**src/pcitw_params.svh**
```systemverilog
`ifndef PCITW_PARAMS_SVH
`define PCITW_PARAMS_SVH

// ------------------------------------------------------------
// register map
// ------------------------------------------------------------
`define PCITW_REG_CTRL 4'h0
`define PCITW_REG_BASE 4'h4
`define PCITW_REG_STAT 4'h8
`define PCITW_REG_XCNT 4'hc
`define PCITW_CTRL_RST 32'h0000_0003
`define PCITW_BASE_RST 32'h0000_0000
`define PCITW_CTRL_MEMEN 0
`define PCITW_CTRL_IOEN 1

// ------------------------------------------------------------
// bus commands and address decode
// ------------------------------------------------------------
`define PCITW_CMD_IOWR 4'h3
`define PCITW_CMD_MEMWR 4'h7
`define PCITW_CMD_CFGWR 4'hb
`define PCITW_CMD_MWI 4'hf
`define PCITW_QW_LOW 3'h0
`define PCITW_QW_HIGH 3'h4

// ------------------------------------------------------------
// status vector bits
// ------------------------------------------------------------
`define PCITW_TSR_W 12
`define PCITW_TSR_64 7
`define PCITW_TSR_BUSY 8
`define PCITW_TSR_BURST 9
`define PCITW_TSR_XFER 10

// ------------------------------------------------------------
// bus answers
// ------------------------------------------------------------
`define PCITW_RESP_OKAY 2'h0
`define PCITW_RESP_SLVERR 2'h2

`endif

```
**src/pcitw_pkg.sv**
```systemverilog
package pcitw_pkg;

	typedef enum logic [6:0] {
		ST_IDLE = 7'h01,
		ST_DEVSEL = 7'h02,
		ST_DATA = 7'h04,
		ST_RETRY = 7'h08,
		ST_DISC = 7'h10,
		ST_ABORT = 7'h20,
		ST_TURN = 7'h40
	} pcitw_state_t;

	typedef struct packed {
		logic memEn;
		logic ioEn;
		logic [31:0] base;
	} pcitw_cfg_t;

	typedef struct packed {
		logic [11:0] tsr;
		logic [6:0] state;
		logic [15:0] xferCnt;
	} pcitw_stat_t;

endpackage

```
**src/pcitw_axil_regs.sv**
```systemverilog
`timescale 1ns/10ps
`default_nettype none
`include "pcitw_params.svh"

module pcitw_axil_regs
	import pcitw_pkg::*;
(
	// clock and reset
	input wire logic sys_clk,
	input wire logic nrst,
	input wire logic clkEn,
	// axi4-lite slave
	input wire logic [3:0] s_axi_awaddr,
	input wire logic s_axi_awvalid,
	output logic s_axi_awready,
	input wire logic [31:0] s_axi_wdata,
	input wire logic [3:0] s_axi_wstrb,
	input wire logic s_axi_wvalid,
	output logic s_axi_wready,
	output logic [1:0] s_axi_bresp,
	output logic s_axi_bvalid,
	input wire logic s_axi_bready,
	input wire logic [3:0] s_axi_araddr,
	input wire logic s_axi_arvalid,
	output logic s_axi_arready,
	output logic [31:0] s_axi_rdata,
	output logic [1:0] s_axi_rresp,
	output logic s_axi_rvalid,
	input wire logic s_axi_rready,
	// block side
	output pcitw_cfg_t cfg,
	input wire pcitw_stat_t stat
);

	logic awHave_q, awHave_d, wHave_q, wHave_d;
	logic [3:0] awAddr_q, awAddr_d;
	logic [31:0] wData_q, wData_d;
	logic [3:0] wStrb_q, wStrb_d;
	logic bValid_q, bValid_d, rValid_q, rValid_d;
	logic [1:0] bResp_q, bResp_d, rResp_q, rResp_d;
	logic [31:0] rData_q, rData_d, ctrl_q, ctrl_d, base_q, base_d;
	logic awReady_q, awReady_d, wReady_q, wReady_d, arReady_q, arReady_d;

	function automatic logic [31:0] merge(input logic [31:0] old, input logic [31:0] nw,
			input logic [3:0] strb);
		logic [31:0] r;
		r = old;
		for (int i = 0; i < 4; i++) begin
			if (strb[i]) begin
				r[i*8 +: 8] = nw[i*8 +: 8];
			end
		end
		return r;
	endfunction

	always_comb begin
		awHave_d = awHave_q;
		wHave_d = wHave_q;
		awAddr_d = awAddr_q;
		wData_d = wData_q;
		wStrb_d = wStrb_q;
		bValid_d = bValid_q;
		bResp_d = bResp_q;
		rValid_d = rValid_q;
		rResp_d = rResp_q;
		rData_d = rData_q;
		ctrl_d = ctrl_q;
		base_d = base_q;
		if (s_axi_awvalid && !awHave_q && !bValid_q) begin
			awHave_d = 1'b1;
			awAddr_d = s_axi_awaddr;
		end
		if (s_axi_wvalid && !wHave_q && !bValid_q) begin
			wHave_d = 1'b1;
			wData_d = s_axi_wdata;
			wStrb_d = s_axi_wstrb;
		end
		if (awHave_q && wHave_q) begin
			awHave_d = 1'b0;
			wHave_d = 1'b0;
			bValid_d = 1'b1;
			bResp_d = `PCITW_RESP_OKAY;
			case (awAddr_q)
				`PCITW_REG_CTRL: ctrl_d = merge(ctrl_q, wData_q, wStrb_q);
				`PCITW_REG_BASE: base_d = merge(base_q, wData_q, wStrb_q);
				`PCITW_REG_STAT, `PCITW_REG_XCNT: bResp_d = `PCITW_RESP_OKAY;
				default: bResp_d = `PCITW_RESP_SLVERR;
			endcase
		end
		if (bValid_q && s_axi_bready) begin
			bValid_d = 1'b0;
		end
		if (rValid_q && s_axi_rready) begin
			rValid_d = 1'b0;
		end
		if (s_axi_arvalid && !rValid_q) begin
			rValid_d = 1'b1;
			rResp_d = `PCITW_RESP_OKAY;
			case (s_axi_araddr)
				`PCITW_REG_CTRL: rData_d = {30'h0, ctrl_q[1:0]};
				`PCITW_REG_BASE: rData_d = base_q;
				`PCITW_REG_STAT: rData_d = {13'h0, stat.state, stat.tsr};
				`PCITW_REG_XCNT: rData_d = {16'h0, stat.xferCnt};
				default: begin
					rData_d = 32'h0;
					rResp_d = `PCITW_RESP_SLVERR;
				end
			endcase
		end
		// readies registered so every port leaves a flip-flop
		awReady_d = !awHave_d && !bValid_d;
		wReady_d = !wHave_d && !bValid_d;
		arReady_d = !rValid_d;
	end

	always_ff @(posedge sys_clk or negedge nrst) begin
		if (!nrst) begin
			awHave_q <= 1'b0;
			wHave_q <= 1'b0;
			awAddr_q <= 4'h0;
			wData_q <= 32'h0;
			wStrb_q <= 4'h0;
			bValid_q <= 1'b0;
			bResp_q <= 2'h0;
			rValid_q <= 1'b0;
			rResp_q <= 2'h0;
			rData_q <= 32'h0;
			ctrl_q <= `PCITW_CTRL_RST;
			base_q <= `PCITW_BASE_RST;
			awReady_q <= 1'b1;
			wReady_q <= 1'b1;
			arReady_q <= 1'b1;
		end else if (clkEn) begin
			awHave_q <= awHave_d;
			wHave_q <= wHave_d;
			awAddr_q <= awAddr_d;
			wData_q <= wData_d;
			wStrb_q <= wStrb_d;
			bValid_q <= bValid_d;
			bResp_q <= bResp_d;
			rValid_q <= rValid_d;
			rResp_q <= rResp_d;
			rData_q <= rData_d;
			ctrl_q <= ctrl_d;
			base_q <= base_d;
			awReady_q <= awReady_d;
			wReady_q <= wReady_d;
			arReady_q <= arReady_d;
		end
	end

	assign s_axi_awready = awReady_q;
	assign s_axi_wready = wReady_q;
	assign s_axi_bvalid = bValid_q;
	assign s_axi_bresp = bResp_q;
	assign s_axi_arready = arReady_q;
	assign s_axi_rvalid = rValid_q;
	assign s_axi_rdata = rData_q;
	assign s_axi_rresp = rResp_q;
	assign cfg.memEn = ctrl_q[`PCITW_CTRL_MEMEN];
	assign cfg.ioEn = ctrl_q[`PCITW_CTRL_IOEN];
	assign cfg.base = base_q;

endmodule

`default_nettype wire

```
**src/pcitw_target.sv**
```systemverilog
// Summary of operation
// - local not ready: drop local_xfer_n next cycle
// - next cycle, deassert trdy to stall bus
// - 32-bit words land on local bits 31:0
// - start address bit 2 picks first dword half
// - no req64: devsel without ack64
// - 32-bit pending: status bit 7 low
// - dword acks alternate during 32-bit burst
// - unaligned start holds high ack until transfer
// - 32-bit burst: bit 7 low, bit 9 high
// - io write sequenced like 32-bit single write
// - config writes self-completed, ignore local ready
// - no local terminations during config
// - disconnect request yields retry or disconnect
// - abort request yields target abort
// - retry: devsel and stop, no trdy
// - request before ready: retry, else disconnect
// - retry only before any data moved
// - frame and irdy after address: burst bit 9
// - status bit 10: bus transfer last cycle
// - local transfer: ack now, ready last cycle
`timescale 1ns/10ps
`default_nettype none
`include "pcitw_params.svh"

module pcitw_target
	import pcitw_pkg::*;
#(
	parameter bit LOCAL64 = 1'b1,
	parameter int BAR_LSB = 12
)(
	// clock, reset, enable
	input wire logic sys_clk,
	input wire logic nrst,
	input wire logic clkEn,
	// pci bus inputs
	input wire logic [31:0] ad,
	input wire logic [31:0] ad_hi,
	input wire logic [3:0] cbe_n,
	input wire logic [3:0] cbe_hi_n,
	input wire logic frame_n,
	input wire logic irdy_n,
	input wire logic idsel,
	input wire logic req64_n,
	// pci target controls, sustained three-state
	output logic devsel_n_o,
	output logic devsel_oe,
	output logic trdy_n_o,
	output logic trdy_oe,
	output logic stop_n_o,
	output logic stop_oe,
	output logic ack64_n_o,
	output logic ack64_oe,
	// local side
	input wire logic local_ready_n,
	input wire logic disconnect_req_n,
	input wire logic abort_req_n,
	output logic local_frame_n,
	output logic local_ack_n,
	output logic local_xfer_n,
	output logic low_dword_ack_n,
	output logic high_dword_ack_n,
	output logic [63:0] local_data_out,
	output logic [7:0] local_be_out,
	output logic [3:0] local_cmd_out,
	output logic [11:0] target_status_vec,
	// axi4-lite register slave
	input wire logic [3:0] s_axi_awaddr,
	input wire logic s_axi_awvalid,
	output logic s_axi_awready,
	input wire logic [31:0] s_axi_wdata,
	input wire logic [3:0] s_axi_wstrb,
	input wire logic s_axi_wvalid,
	output logic s_axi_wready,
	output logic [1:0] s_axi_bresp,
	output logic s_axi_bvalid,
	input wire logic s_axi_bready,
	input wire logic [3:0] s_axi_araddr,
	input wire logic s_axi_arvalid,
	output logic s_axi_arready,
	output logic [31:0] s_axi_rdata,
	output logic [1:0] s_axi_rresp,
	output logic s_axi_rvalid,
	input wire logic s_axi_rready
);

	// ------------------------------------------------------------
	// registers
	// ------------------------------------------------------------
	pcitw_cfg_t cfg;
	pcitw_stat_t stat;
	pcitw_state_t state_q, state_d;
	logic framePrevN_q, framePrevN_d;
	logic cfgTr_q, cfgTr_d, is64_q, is64_d, hi_q, hi_d;
	logic dataDone_q, dataDone_d, readySeen_q, readySeen_d;
	logic devselN_q, devselN_d, trdyN_q, trdyN_d, stopN_q, stopN_d;
	logic ack64N_q, ack64N_d, ctlOe_q, ctlOe_d;
	logic lFrameN_q, lFrameN_d, lAckN_q, lAckN_d, lXferN_q, lXferN_d;
	logic lowAckN_q, lowAckN_d, highAckN_q, highAckN_d;
	logic [63:0] lData_q, lData_d;
	logic [7:0] lBe_q, lBe_d;
	logic [3:0] lCmd_q, lCmd_d;
	logic [11:0] tsr_q, tsr_d;
	logic [15:0] xferCnt_q, xferCnt_d;
	logic pciXfer, keep, ackNext, lXferNow, hiNext, active, hit, baseMatch;

	function automatic logic [11:0] tsrBit(input int idx);
		return 12'(1) << idx;
	endfunction

	// ------------------------------------------------------------
	// next-state logic
	// ------------------------------------------------------------
	always_comb begin
		state_d = state_q;
		framePrevN_d = frame_n;
		cfgTr_d = cfgTr_q;
		is64_d = is64_q;
		dataDone_d = dataDone_q;
		readySeen_d = readySeen_q;
		devselN_d = devselN_q;
		trdyN_d = trdyN_q;
		stopN_d = stopN_q;
		ack64N_d = ack64N_q;
		ctlOe_d = ctlOe_q;
		lData_d = lData_q;
		lBe_d = lBe_q;
		lCmd_d = lCmd_q;
		xferCnt_d = xferCnt_q;
		pciXfer = !irdy_n && !trdyN_q && ctlOe_q;
		lXferNow = !lXferN_q;
		keep = !lAckN_q && lXferN_q;
		// data lands in the buffer only for local transactions
		ackNext = (pciXfer && !cfgTr_q) || keep;
		// 32-bit words walk through the qword halves
		hiNext = hi_q ^ (lXferNow && !is64_q);
		hi_d = hiNext;
		active = !(state_q inside {ST_IDLE, ST_TURN});
		baseMatch = ad[31:BAR_LSB] == cfg.base[31:BAR_LSB];
		hit = 1'b0;
		if (lXferNow) begin
			xferCnt_d = xferCnt_q + 16'h1;
		end
		if (pciXfer && !cfgTr_q) begin
			lData_d = is64_q ? {ad_hi, ad} : {32'h0, ad};
			lBe_d = is64_q ? ~{cbe_hi_n, cbe_n} : {4'h0, ~cbe_n};
		end
		tsr_d = 12'h0;
		case (state_q)
			ST_IDLE: begin
				// address phase is the first cycle frame is seen low
				if (!frame_n && framePrevN_q) begin
					case (cbe_n)
						`PCITW_CMD_MEMWR, `PCITW_CMD_MWI: hit = cfg.memEn && baseMatch;
						// low address bits against byte enables not checked here
						`PCITW_CMD_IOWR: hit = cfg.ioEn && baseMatch;
						`PCITW_CMD_CFGWR: hit = idsel && ad[1:0] == 2'h0;
						default: hit = 1'b0;
					endcase
				end
				if (hit) begin
					state_d = ST_DEVSEL;
					lCmd_d = cbe_n;
					cfgTr_d = cbe_n == `PCITW_CMD_CFGWR;
					// io and config writes are always 32 bits
					is64_d = LOCAL64 && !req64_n && cbe_n != `PCITW_CMD_IOWR
						&& cbe_n != `PCITW_CMD_CFGWR;
					hi_d = LOCAL64 && ad[2:0] == `PCITW_QW_HIGH;
					dataDone_d = 1'b0;
					readySeen_d = 1'b0;
					devselN_d = 1'b0;
					ack64N_d = !(LOCAL64 && !req64_n && cbe_n == `PCITW_CMD_MEMWR
						|| LOCAL64 && !req64_n && cbe_n == `PCITW_CMD_MWI);
					trdyN_d = 1'b1;
					stopN_d = 1'b1;
					ctlOe_d = 1'b1;
				end
			end
			ST_DEVSEL, ST_DATA: begin
				state_d = ST_DATA;
				if (!local_ready_n) begin
					readySeen_d = 1'b1;
				end
				if (pciXfer) begin
					dataDone_d = 1'b1;
				end
				// config cycles take data regardless of local readiness
				trdyN_d = !(cfgTr_q || !local_ready_n);
				if (pciXfer && frame_n || frame_n && irdy_n && state_q == ST_DATA) begin
					state_d = ST_TURN;
					devselN_d = 1'b1;
					trdyN_d = 1'b1;
					stopN_d = 1'b1;
					ack64N_d = 1'b1;
				end else if (!cfgTr_q && !abort_req_n) begin
					state_d = ST_ABORT;
					devselN_d = 1'b1;
					trdyN_d = 1'b1;
					stopN_d = 1'b0;
					ack64N_d = 1'b1;
				end else if (!cfgTr_q && !disconnect_req_n) begin
					stopN_d = 1'b0;
					if (!dataDone_q && !pciXfer && !readySeen_q && local_ready_n
						&& lAckN_q) begin
						state_d = ST_RETRY;
						trdyN_d = 1'b1;
					end else begin
						state_d = ST_DISC;
					end
				end
			end
			ST_RETRY, ST_ABORT, ST_DISC: begin
				if (pciXfer) begin
					trdyN_d = 1'b1;
				end
				if (frame_n) begin
					state_d = ST_TURN;
					devselN_d = 1'b1;
					trdyN_d = 1'b1;
					stopN_d = 1'b1;
					ack64N_d = 1'b1;
				end
			end
			ST_TURN: begin
				state_d = ST_IDLE;
				ctlOe_d = 1'b0;
			end
			default: begin
				state_d = ST_IDLE;
				ctlOe_d = 1'b0;
			end
		endcase
		// local frame covers non-config transactions and the pipeline drain
		lFrameN_d = !(!cfgTr_d && (state_d inside {ST_DEVSEL, ST_DATA, ST_RETRY,
			ST_DISC, ST_ABORT} || ackNext));
		lAckN_d = !ackNext;
		lXferN_d = !(ackNext && !local_ready_n);
		// in 32-bit mode one half is acknowledged, held until its transfer
		lowAckN_d = lFrameN_d || !is64_d && hi_d;
		highAckN_d = lFrameN_d || !is64_d && !hi_d;
		if (active) begin
			tsr_d[`PCITW_TSR_BUSY] = 1'b1;
			tsr_d[`PCITW_TSR_64] = is64_q;
			// burst seen once frame and irdy are low after the address
			tsr_d[`PCITW_TSR_BURST] = tsr_q[`PCITW_TSR_BURST]
				|| !frame_n && !irdy_n;
		end
		tsr_d = tsr_d | (pciXfer ? tsrBit(`PCITW_TSR_XFER) : 12'h0);
	end

	// ------------------------------------------------------------
	// state registers
	// ------------------------------------------------------------
	always_ff @(posedge sys_clk or negedge nrst) begin
		if (!nrst) begin
			state_q <= ST_IDLE;
			framePrevN_q <= 1'b1;
			cfgTr_q <= 1'b0;
			is64_q <= 1'b0;
			hi_q <= 1'b0;
			dataDone_q <= 1'b0;
			readySeen_q <= 1'b0;
			devselN_q <= 1'b1;
			trdyN_q <= 1'b1;
			stopN_q <= 1'b1;
			ack64N_q <= 1'b1;
			ctlOe_q <= 1'b0;
			lFrameN_q <= 1'b1;
			lAckN_q <= 1'b1;
			lXferN_q <= 1'b1;
			lowAckN_q <= 1'b1;
			highAckN_q <= 1'b1;
			lData_q <= 64'h0;
			lBe_q <= 8'h0;
			lCmd_q <= 4'h0;
			tsr_q <= 12'h0;
			xferCnt_q <= 16'h0;
		end else if (clkEn) begin
			state_q <= state_d;
			framePrevN_q <= framePrevN_d;
			cfgTr_q <= cfgTr_d;
			is64_q <= is64_d;
			hi_q <= hi_d;
			dataDone_q <= dataDone_d;
			readySeen_q <= readySeen_d;
			devselN_q <= devselN_d;
			trdyN_q <= trdyN_d;
			stopN_q <= stopN_d;
			ack64N_q <= ack64N_d;
			ctlOe_q <= ctlOe_d;
			lFrameN_q <= lFrameN_d;
			lAckN_q <= lAckN_d;
			lXferN_q <= lXferN_d;
			lowAckN_q <= lowAckN_d;
			highAckN_q <= highAckN_d;
			lData_q <= lData_d;
			lBe_q <= lBe_d;
			lCmd_q <= lCmd_d;
			tsr_q <= tsr_d;
			xferCnt_q <= xferCnt_d;
		end
	end

	// ------------------------------------------------------------
	// outputs
	// ------------------------------------------------------------
	assign devsel_n_o = devselN_q;
	assign trdy_n_o = trdyN_q;
	assign stop_n_o = stopN_q;
	assign ack64_n_o = ack64N_q;
	assign devsel_oe = ctlOe_q;
	assign trdy_oe = ctlOe_q;
	assign stop_oe = ctlOe_q;
	assign ack64_oe = ctlOe_q;
	assign local_frame_n = lFrameN_q;
	assign local_ack_n = lAckN_q;
	assign local_xfer_n = lXferN_q;
	assign low_dword_ack_n = lowAckN_q;
	assign high_dword_ack_n = highAckN_q;
	assign local_data_out = lData_q;
	assign local_be_out = lBe_q;
	assign local_cmd_out = lCmd_q;
	assign target_status_vec = tsr_q;
	assign stat.tsr = tsr_q;
	assign stat.state = state_q;
	assign stat.xferCnt = xferCnt_q;

	// ------------------------------------------------------------
	// register slave
	// ------------------------------------------------------------
	pcitw_axil_regs u_regs (
		.sys_clk(sys_clk),
		.nrst(nrst),
		.clkEn(clkEn),
		.s_axi_awaddr(s_axi_awaddr),
		.s_axi_awvalid(s_axi_awvalid),
		.s_axi_awready(s_axi_awready),
		.s_axi_wdata(s_axi_wdata),
		.s_axi_wstrb(s_axi_wstrb),
		.s_axi_wvalid(s_axi_wvalid),
		.s_axi_wready(s_axi_wready),
		.s_axi_bresp(s_axi_bresp),
		.s_axi_bvalid(s_axi_bvalid),
		.s_axi_bready(s_axi_bready),
		.s_axi_araddr(s_axi_araddr),
		.s_axi_arvalid(s_axi_arvalid),
		.s_axi_arready(s_axi_arready),
		.s_axi_rdata(s_axi_rdata),
		.s_axi_rresp(s_axi_rresp),
		.s_axi_rvalid(s_axi_rvalid),
		.s_axi_rready(s_axi_rready),
		.cfg(cfg),
		.stat(stat)
	);

endmodule

`default_nettype wire

```
**config.mk**
```make
export PLATFORM = sky130hd
export DESIGN_NAME = pcitw_target
export DESIGN_NICKNAME = d
export VERILOG_FILES = /design/src/pcitw_pkg.sv /design/src/pcitw_axil_regs.sv /design/src/pcitw_target.sv
export VERILOG_INCLUDE_DIRS = /design/src /design/src/src
export SDC_FILE = /design/constraint.sdc
export NUM_CORES = 1
export LEC_CHECK = 0
export ABC_AREA = 1
export BUFFER_PORTS_ARGS = -buffer_cell sky130_fd_sc_hd__buf_4
export CAP_MARGIN = 20
export CORE_MARGIN = 2
export CORE_UTILIZATION = 38
export DETAILED_ROUTE_END_ITERATION = 8
export PLACE_DENSITY = 0.71
export SYNTH_ARGS = -nofsm -noshare
export SYNTH_HDL_FRONTEND = slang
export SYNTH_HIERARCHICAL = 1
export SYNTH_SLANG_ARGS = --single-unit
export TNS_END_PERCENT = 30
```
**constraint.sdc**
```tcl
create_clock -name sys_clk -period 2.2 [get_ports sys_clk]
set_clock_uncertainty 0.1 [all_clocks]
set_input_delay 0.22 -clock sys_clk [delete_from_list [all_inputs] [get_ports sys_clk]]
set_output_delay 0.22 -clock sys_clk [all_outputs]
set_load 0.02 [all_outputs]
```
# Yosys cells after proc, flatten, opt, wreduce, memory -nomap -nowiden
# Cells that the tools add are included.
[classes] addsub=1 n_eq_ne=33 n_mux=54 bitwise=6 n_reduce_logical=106
[ops] cell="32-bit one-hot mux with 4 select lines" count=1
[ops] cell="64-bit 2-to-1 mux" count=1
[ops] cell="1-bit logical AND" count=37
[ops] cell="1-bit 2-to-1 mux" count=32
[ops] cell="4-bit AND reduction" count=8
[ops] cell="1-bit zero test" count=30
[ops] cell="4-bit equality test (second input constant)" count=6
[ops] cell="7-bit 2-to-1 mux" count=3
[ops] cell="7-bit one-hot mux with 3 select lines" count=1
[ops] cell="20-bit equality test" count=1
[ops] cell="16-bit by 1-bit adder with 16-bit output (second input constant)" count=1
[ops] cell="1-bit one-hot mux with 3 select lines" count=5
[ops] cell="7-bit by 2-bit equality test with 1-bit output (second input constant)" count=2
[ops] cell="7-bit by 3-bit equality test with 1-bit output (second input constant)" count=2
[ops] cell="7-bit by 4-bit equality test with 1-bit output (second input constant)" count=2
[ops] cell="7-bit by 5-bit equality test with 1-bit output (second input constant)" count=2
[ops] cell="7-bit by 6-bit equality test with 1-bit output (second input constant)" count=2
[ops] cell="4-bit by 3-bit equality test with 1-bit output (second input constant)" count=3
[ops] cell="2-bit AND reduction" count=6
[ops] cell="11-bit 2-to-1 mux" count=1
[ops] cell="10-bit by 11-bit bitwise OR with 11-bit output" count=1
[ops] cell="5-bit 2-to-1 mux" count=2
[ops] cell="5-bit AND reduction" count=2
[ops] cell="4-bit zero test" count=2
[ops] cell="other kinds (28)" count=47
[word_totals] regBits=244 inputBits=131 out_inout_bits=142 elab_cells=240

# Longest topological paths before layout
[depth] depth_word=19 ltp_mapped=14 ltp_nobuf=14

# Hierarchy
# Netlist, hierarchy kept.
[modules_own_cells] module="pcitw_target" n_inst=1 cells_each=706 area_each_um2=5656.7 seq_area_each_um2=2991.6
[modules_own_cells] module="pcitw_axil_regs" n_inst=1 cells_each=576 area_each_um2=4992.3 seq_area_each_um2=2884.0

# Worst setup path before layout
# No wires, ideal clock.
[synth_path] kind="register to register" from="reg trdyN_q, in the netlist trdy_n_o" to="reg lData_q[23], in the netlist local_data_out[23]" setup_ps=133 t_arrival_ps=1563 path_slack_ps=404 path_stages_with_launch=10 path_buffers=2 period_less_slack_ps=1796 cell_sequence="dfstp_2 > nor2_1 > nand2_1 > inv_1 > nand2_1 > nor2_2 > inv_1 > buf_2 > clkbuf_1 > o21ai_0"
[synth_via] elab_chain_cells=5
[synth_rtl] item="start, declared" line="pcitw_target.sv:96" source="logic devselN_q, devselN_d, trdyN_q, trdyN_d, stopN_q, stopN_d;"
[synth_rtl] item="start signal, assigned" line="pcitw_target.sv:287" source="trdyN_q <= trdyN_d;"
[synth_rtl] item="1-bit zero test" line="pcitw_target.sv:130" source="pciXfer = !irdy_n && !trdyN_q && ctlOe_q;"
[synth_rtl] item="1-bit logical AND (2 in series)" line="pcitw_target.sv:130"
[synth_rtl] item="1-bit logical AND" line="pcitw_target.sv:144" source="if (pciXfer && !cfgTr_q) begin"
[synth_rtl] item="2-bit AND reduction (no source line)"
[synth_rtl] item="end signal, assigned" line="pcitw_target.sv:296" source="lData_q <= lData_d;"
[synth_rtl] item="end, declared" line="pcitw_target.sv:100" source="logic [63:0] lData_q, lData_d;"
# Every way passes these cells.
# A chain may end at the register's enable or synchronous reset.

# Worst setup path in the final report
[layout_path] from="reg state_q[4]" to="reg trdyN_q, in the netlist trdy_n_o"
[layout_via] elab_chain_cells=5 elab_cells_between_ends=16 cone_classes="eq/ne: 8; mux: 2; reduce/logical: 6"
[layout_rtl] item="start, declared" line="pcitw_target.sv:92" source="pcitw_state_t state_q, state_d;"
[layout_rtl] item="start signal, assigned" line="pcitw_target.sv:279" source="state_q <= state_d;"
[layout_rtl] item="parallel branches: the longest is 5 deep, another holds 7-bit by 4-bit equality test with 1-bit output"
# Several ways; the timed one is not identified.

==> results.json <==
{
  "cp-start-kind": "flop",
  "grt_max_degree": 65,
  "ys_ff_latch": 234,
  "io_buffers": 262,
  "ctsHtreeMaxLevel": 1,
  "crit_type": "reg -> reg",
  "first_pass_iters": 7,
  "area_growth_pct": 42.5,
  "cts.reportedPaths.clkPinSlew_ps": 70,
  "clkLatencyLatePin_ps": 540,
  "grt_pass1_vias": 9611,
  "antenna_left": 0,
  "gp_congestion": 0.897,
  "dp.cells": 1897,
  "cts_buffers": 27,
  "hold_violations": 0,
  "chipWidth_um": 171,
  "power_mw": 14.6,
  "drt_wl_total_mm": 31.8,
  "cts_tree": "yes",
  "yosysSeqAreaShare": 0.552,
  "synth_top_area_cell": "dfrtp_1",
  "num_rows": 61,
  "start_util": 0.384,
  "grt_pass1_wl_mm": 49.9,
  "hold_depth": 4,
  "gr-total-overflow": 0,
  "dpl.hpwl_mm": 22.0,
  "synth_edf_count": 0,
  "avgSynthCellArea_sq_um": 8.31,
  "period_minus_slack_ps": 2000,
  "finalSetupTns_ps": 0,
  "synth_area_leaders": "dfrtp_1 51%, nand2_1 15%, nand3_1 5.6%",
  "fin_nets": 1803,
  "status": "finished clean",
  "dieArea_sq_um": 29400,
  "synth-async-reset-ratio": 1.00,
  "fp.dieH_um": 171,
  "placed_cell_area_sq_um": 13000,
  "setup_violations": 0,
  "final_area_sq_um": 15200,
  "timing.slew.headroom": 0.578,
  "grt_usage": 0.215,
  "cts_buffer_depth": 3,
  "drtIter0Drc": 551,
  "syn_inst": 1282,
  "worstPathMaxFanout": 4,
  "cts.sinks": 234,
  "wl_per_cell_um": 15.4,
  "synth_top_area_share": 0.512,
  "viasPerCell": 4.73,
  "synth_cell_types": 45,
  "p_leak_nw": 8.07,
  "vias": 9795,
  "drv_cap": 0,
  "yosysMostFrequentCell": "nand2_1",
  "drc": 0,
  "fillers": 2469,
  "r2r_cells": 12,
  "holdWs_ps": 11.4,
  "drive_above_1_share": 0.228,
  "cts-root-buf": "clkbuf_16",
  "yosys-top-cells-count": "433 x nand2_1, 218 x dfrtp_1, 136 x inv_1, 120 x nand3_1, 92 x o21ai_0",
  "arrival_ps": 2370,
  "postCtsSetupBuffers": 0,
  "final_cells": 2070,
  "antenna_found_initial": 1,
  "io_pins": 273,
  "slew_viol_final": 0,
  "ir_drop_mv": 0.564,
  "endpoint_kind": "flop",
  "netlist_area_sq_um": 10600,
  "cellPowerDensity_nw_per_um2": 963,
  "hold_class": "in -> reg",
  "rsz0062_at_grt": "false",
  "fmax_mhz": 501,
  "tightest_slew_ps": 633,
  "synth-main-ff-cell": "dfrtp_1",
  "ys_warn_count": 6,
  "required_ps": 2580,
  "fp.coreArea_sq_um": 27700,
  "period_share": 0.907
}
report_power, final:
group          switching, mW  internal, mW  leakage (nW)  total (mW)
registers              0.751          5.47          3.02        6.22
logic                   2.31          1.62          4.62        3.93
clock network           1.78          2.68         0.438        4.47
cell usage in the layout (no fill, tap or decap), types with 11 or more instances in the layout:
master,Yosys,final
nand2_1,433,433
buf_4,22,276
dfrtp_1,218,218
inv_1,136,135
dlygate4sd3_1,0,123
nand3_1,120,120
o21ai_0,92,91
nor2_1,69,68
clkbuf_16,0,27
a21oi_1,27,25
o21ai_1,19,20
conb_1,2,18
dfstp_2,16,16
nand4_1,11,11
xor2_1,11,11
worst paths after layout:
path / slack [ps] / startpoint / end
max in group asynchronous: 1120 / nrst / u_regs/s_axi_awready
max: 200 / state_q[4] / trdy_n_o
min reg2reg: 370 / local_cmd_out[1] / local_cmd_out[1]
min: 10 / disconnect_req_n / stop_n_o
min in group asynchronous: 110 / nrst / hi_q
max reg2reg: 200 / state_q[4] / trdy_n_o
sequential cells by signal, summed over array words and instances, names as in the netlist, 7 cells and up:
register	flops
local_be_out	8
local_data_out	64
u_regs/s_axi_rdata	32
state_q	7
u_regs/wData_q	32
u_regs/base_q	32
xferCnt_q	16
what timing repair did:
item                                   4_1_cts  5_1_grt
setup endpoints to repair                    0        5
hold buffers                               123        0
endpoints found under the hold margin      348        0
gates resized for setup                      0        4
kinds of logic (layout without fill, tap and decap cells):
group                      after synthesis  after routing  share of synthesized area
and+or+nand+nor                        669            669                      0.272
buffers and inverters                  204            597                     0.0827
other                                    2             19                   0.000705
muxes                                    1              1                    0.00106
adders and majority gates                1              1                    0.00117
DFF                                    234            234                      0.552
AOI/OAI and AO/OA                      154            154                     0.0765
xor gates and xnor gates                17             17                     0.0140
final cells by class:
class                   count  area [sq um]  share of cell area
flip-flops and latches    234          5880               0.387
multi-input cells         860          3970               0.261
repair buffers            406          3440               0.227
clock buffers              38           777              0.0512
inverters                 142           534              0.0352
well taps                 378           473              0.0312
clock inverters            11           110             0.00725
diodes                      1          2.50            0.000165
layer usage:
metal	track usage	vias up	routed length [um]
met5	0	-	0
met4	0.0490	0	616
met3	0.0407	54	2420
met2	0.371	352	15000
met1	0.280	4589	13800
li1	-	4800	-
through the flow:
step | worst slack, ps | util
global route | 14.9 | 0.548
global placement | 189 | 0.471
CTS | 138 | 0.547
floorplan | 404 | -
finish | 204 | 0.548
detailed placement | 161 | 0.471
critical path, cell delays in order (launching register included):
cell     delay, ps
dfrtp_1        420
inv_1           90
nand2_1        100
nor2_1         210
nand2_1         80
o21ai_1        150
nor2_1         150
nand2_1         90
nand2_1         70
a21oi_2        160
o21ai_0        140
nand2_1        100
o21ai_1         60
Power figures use the tool's default switching activity.
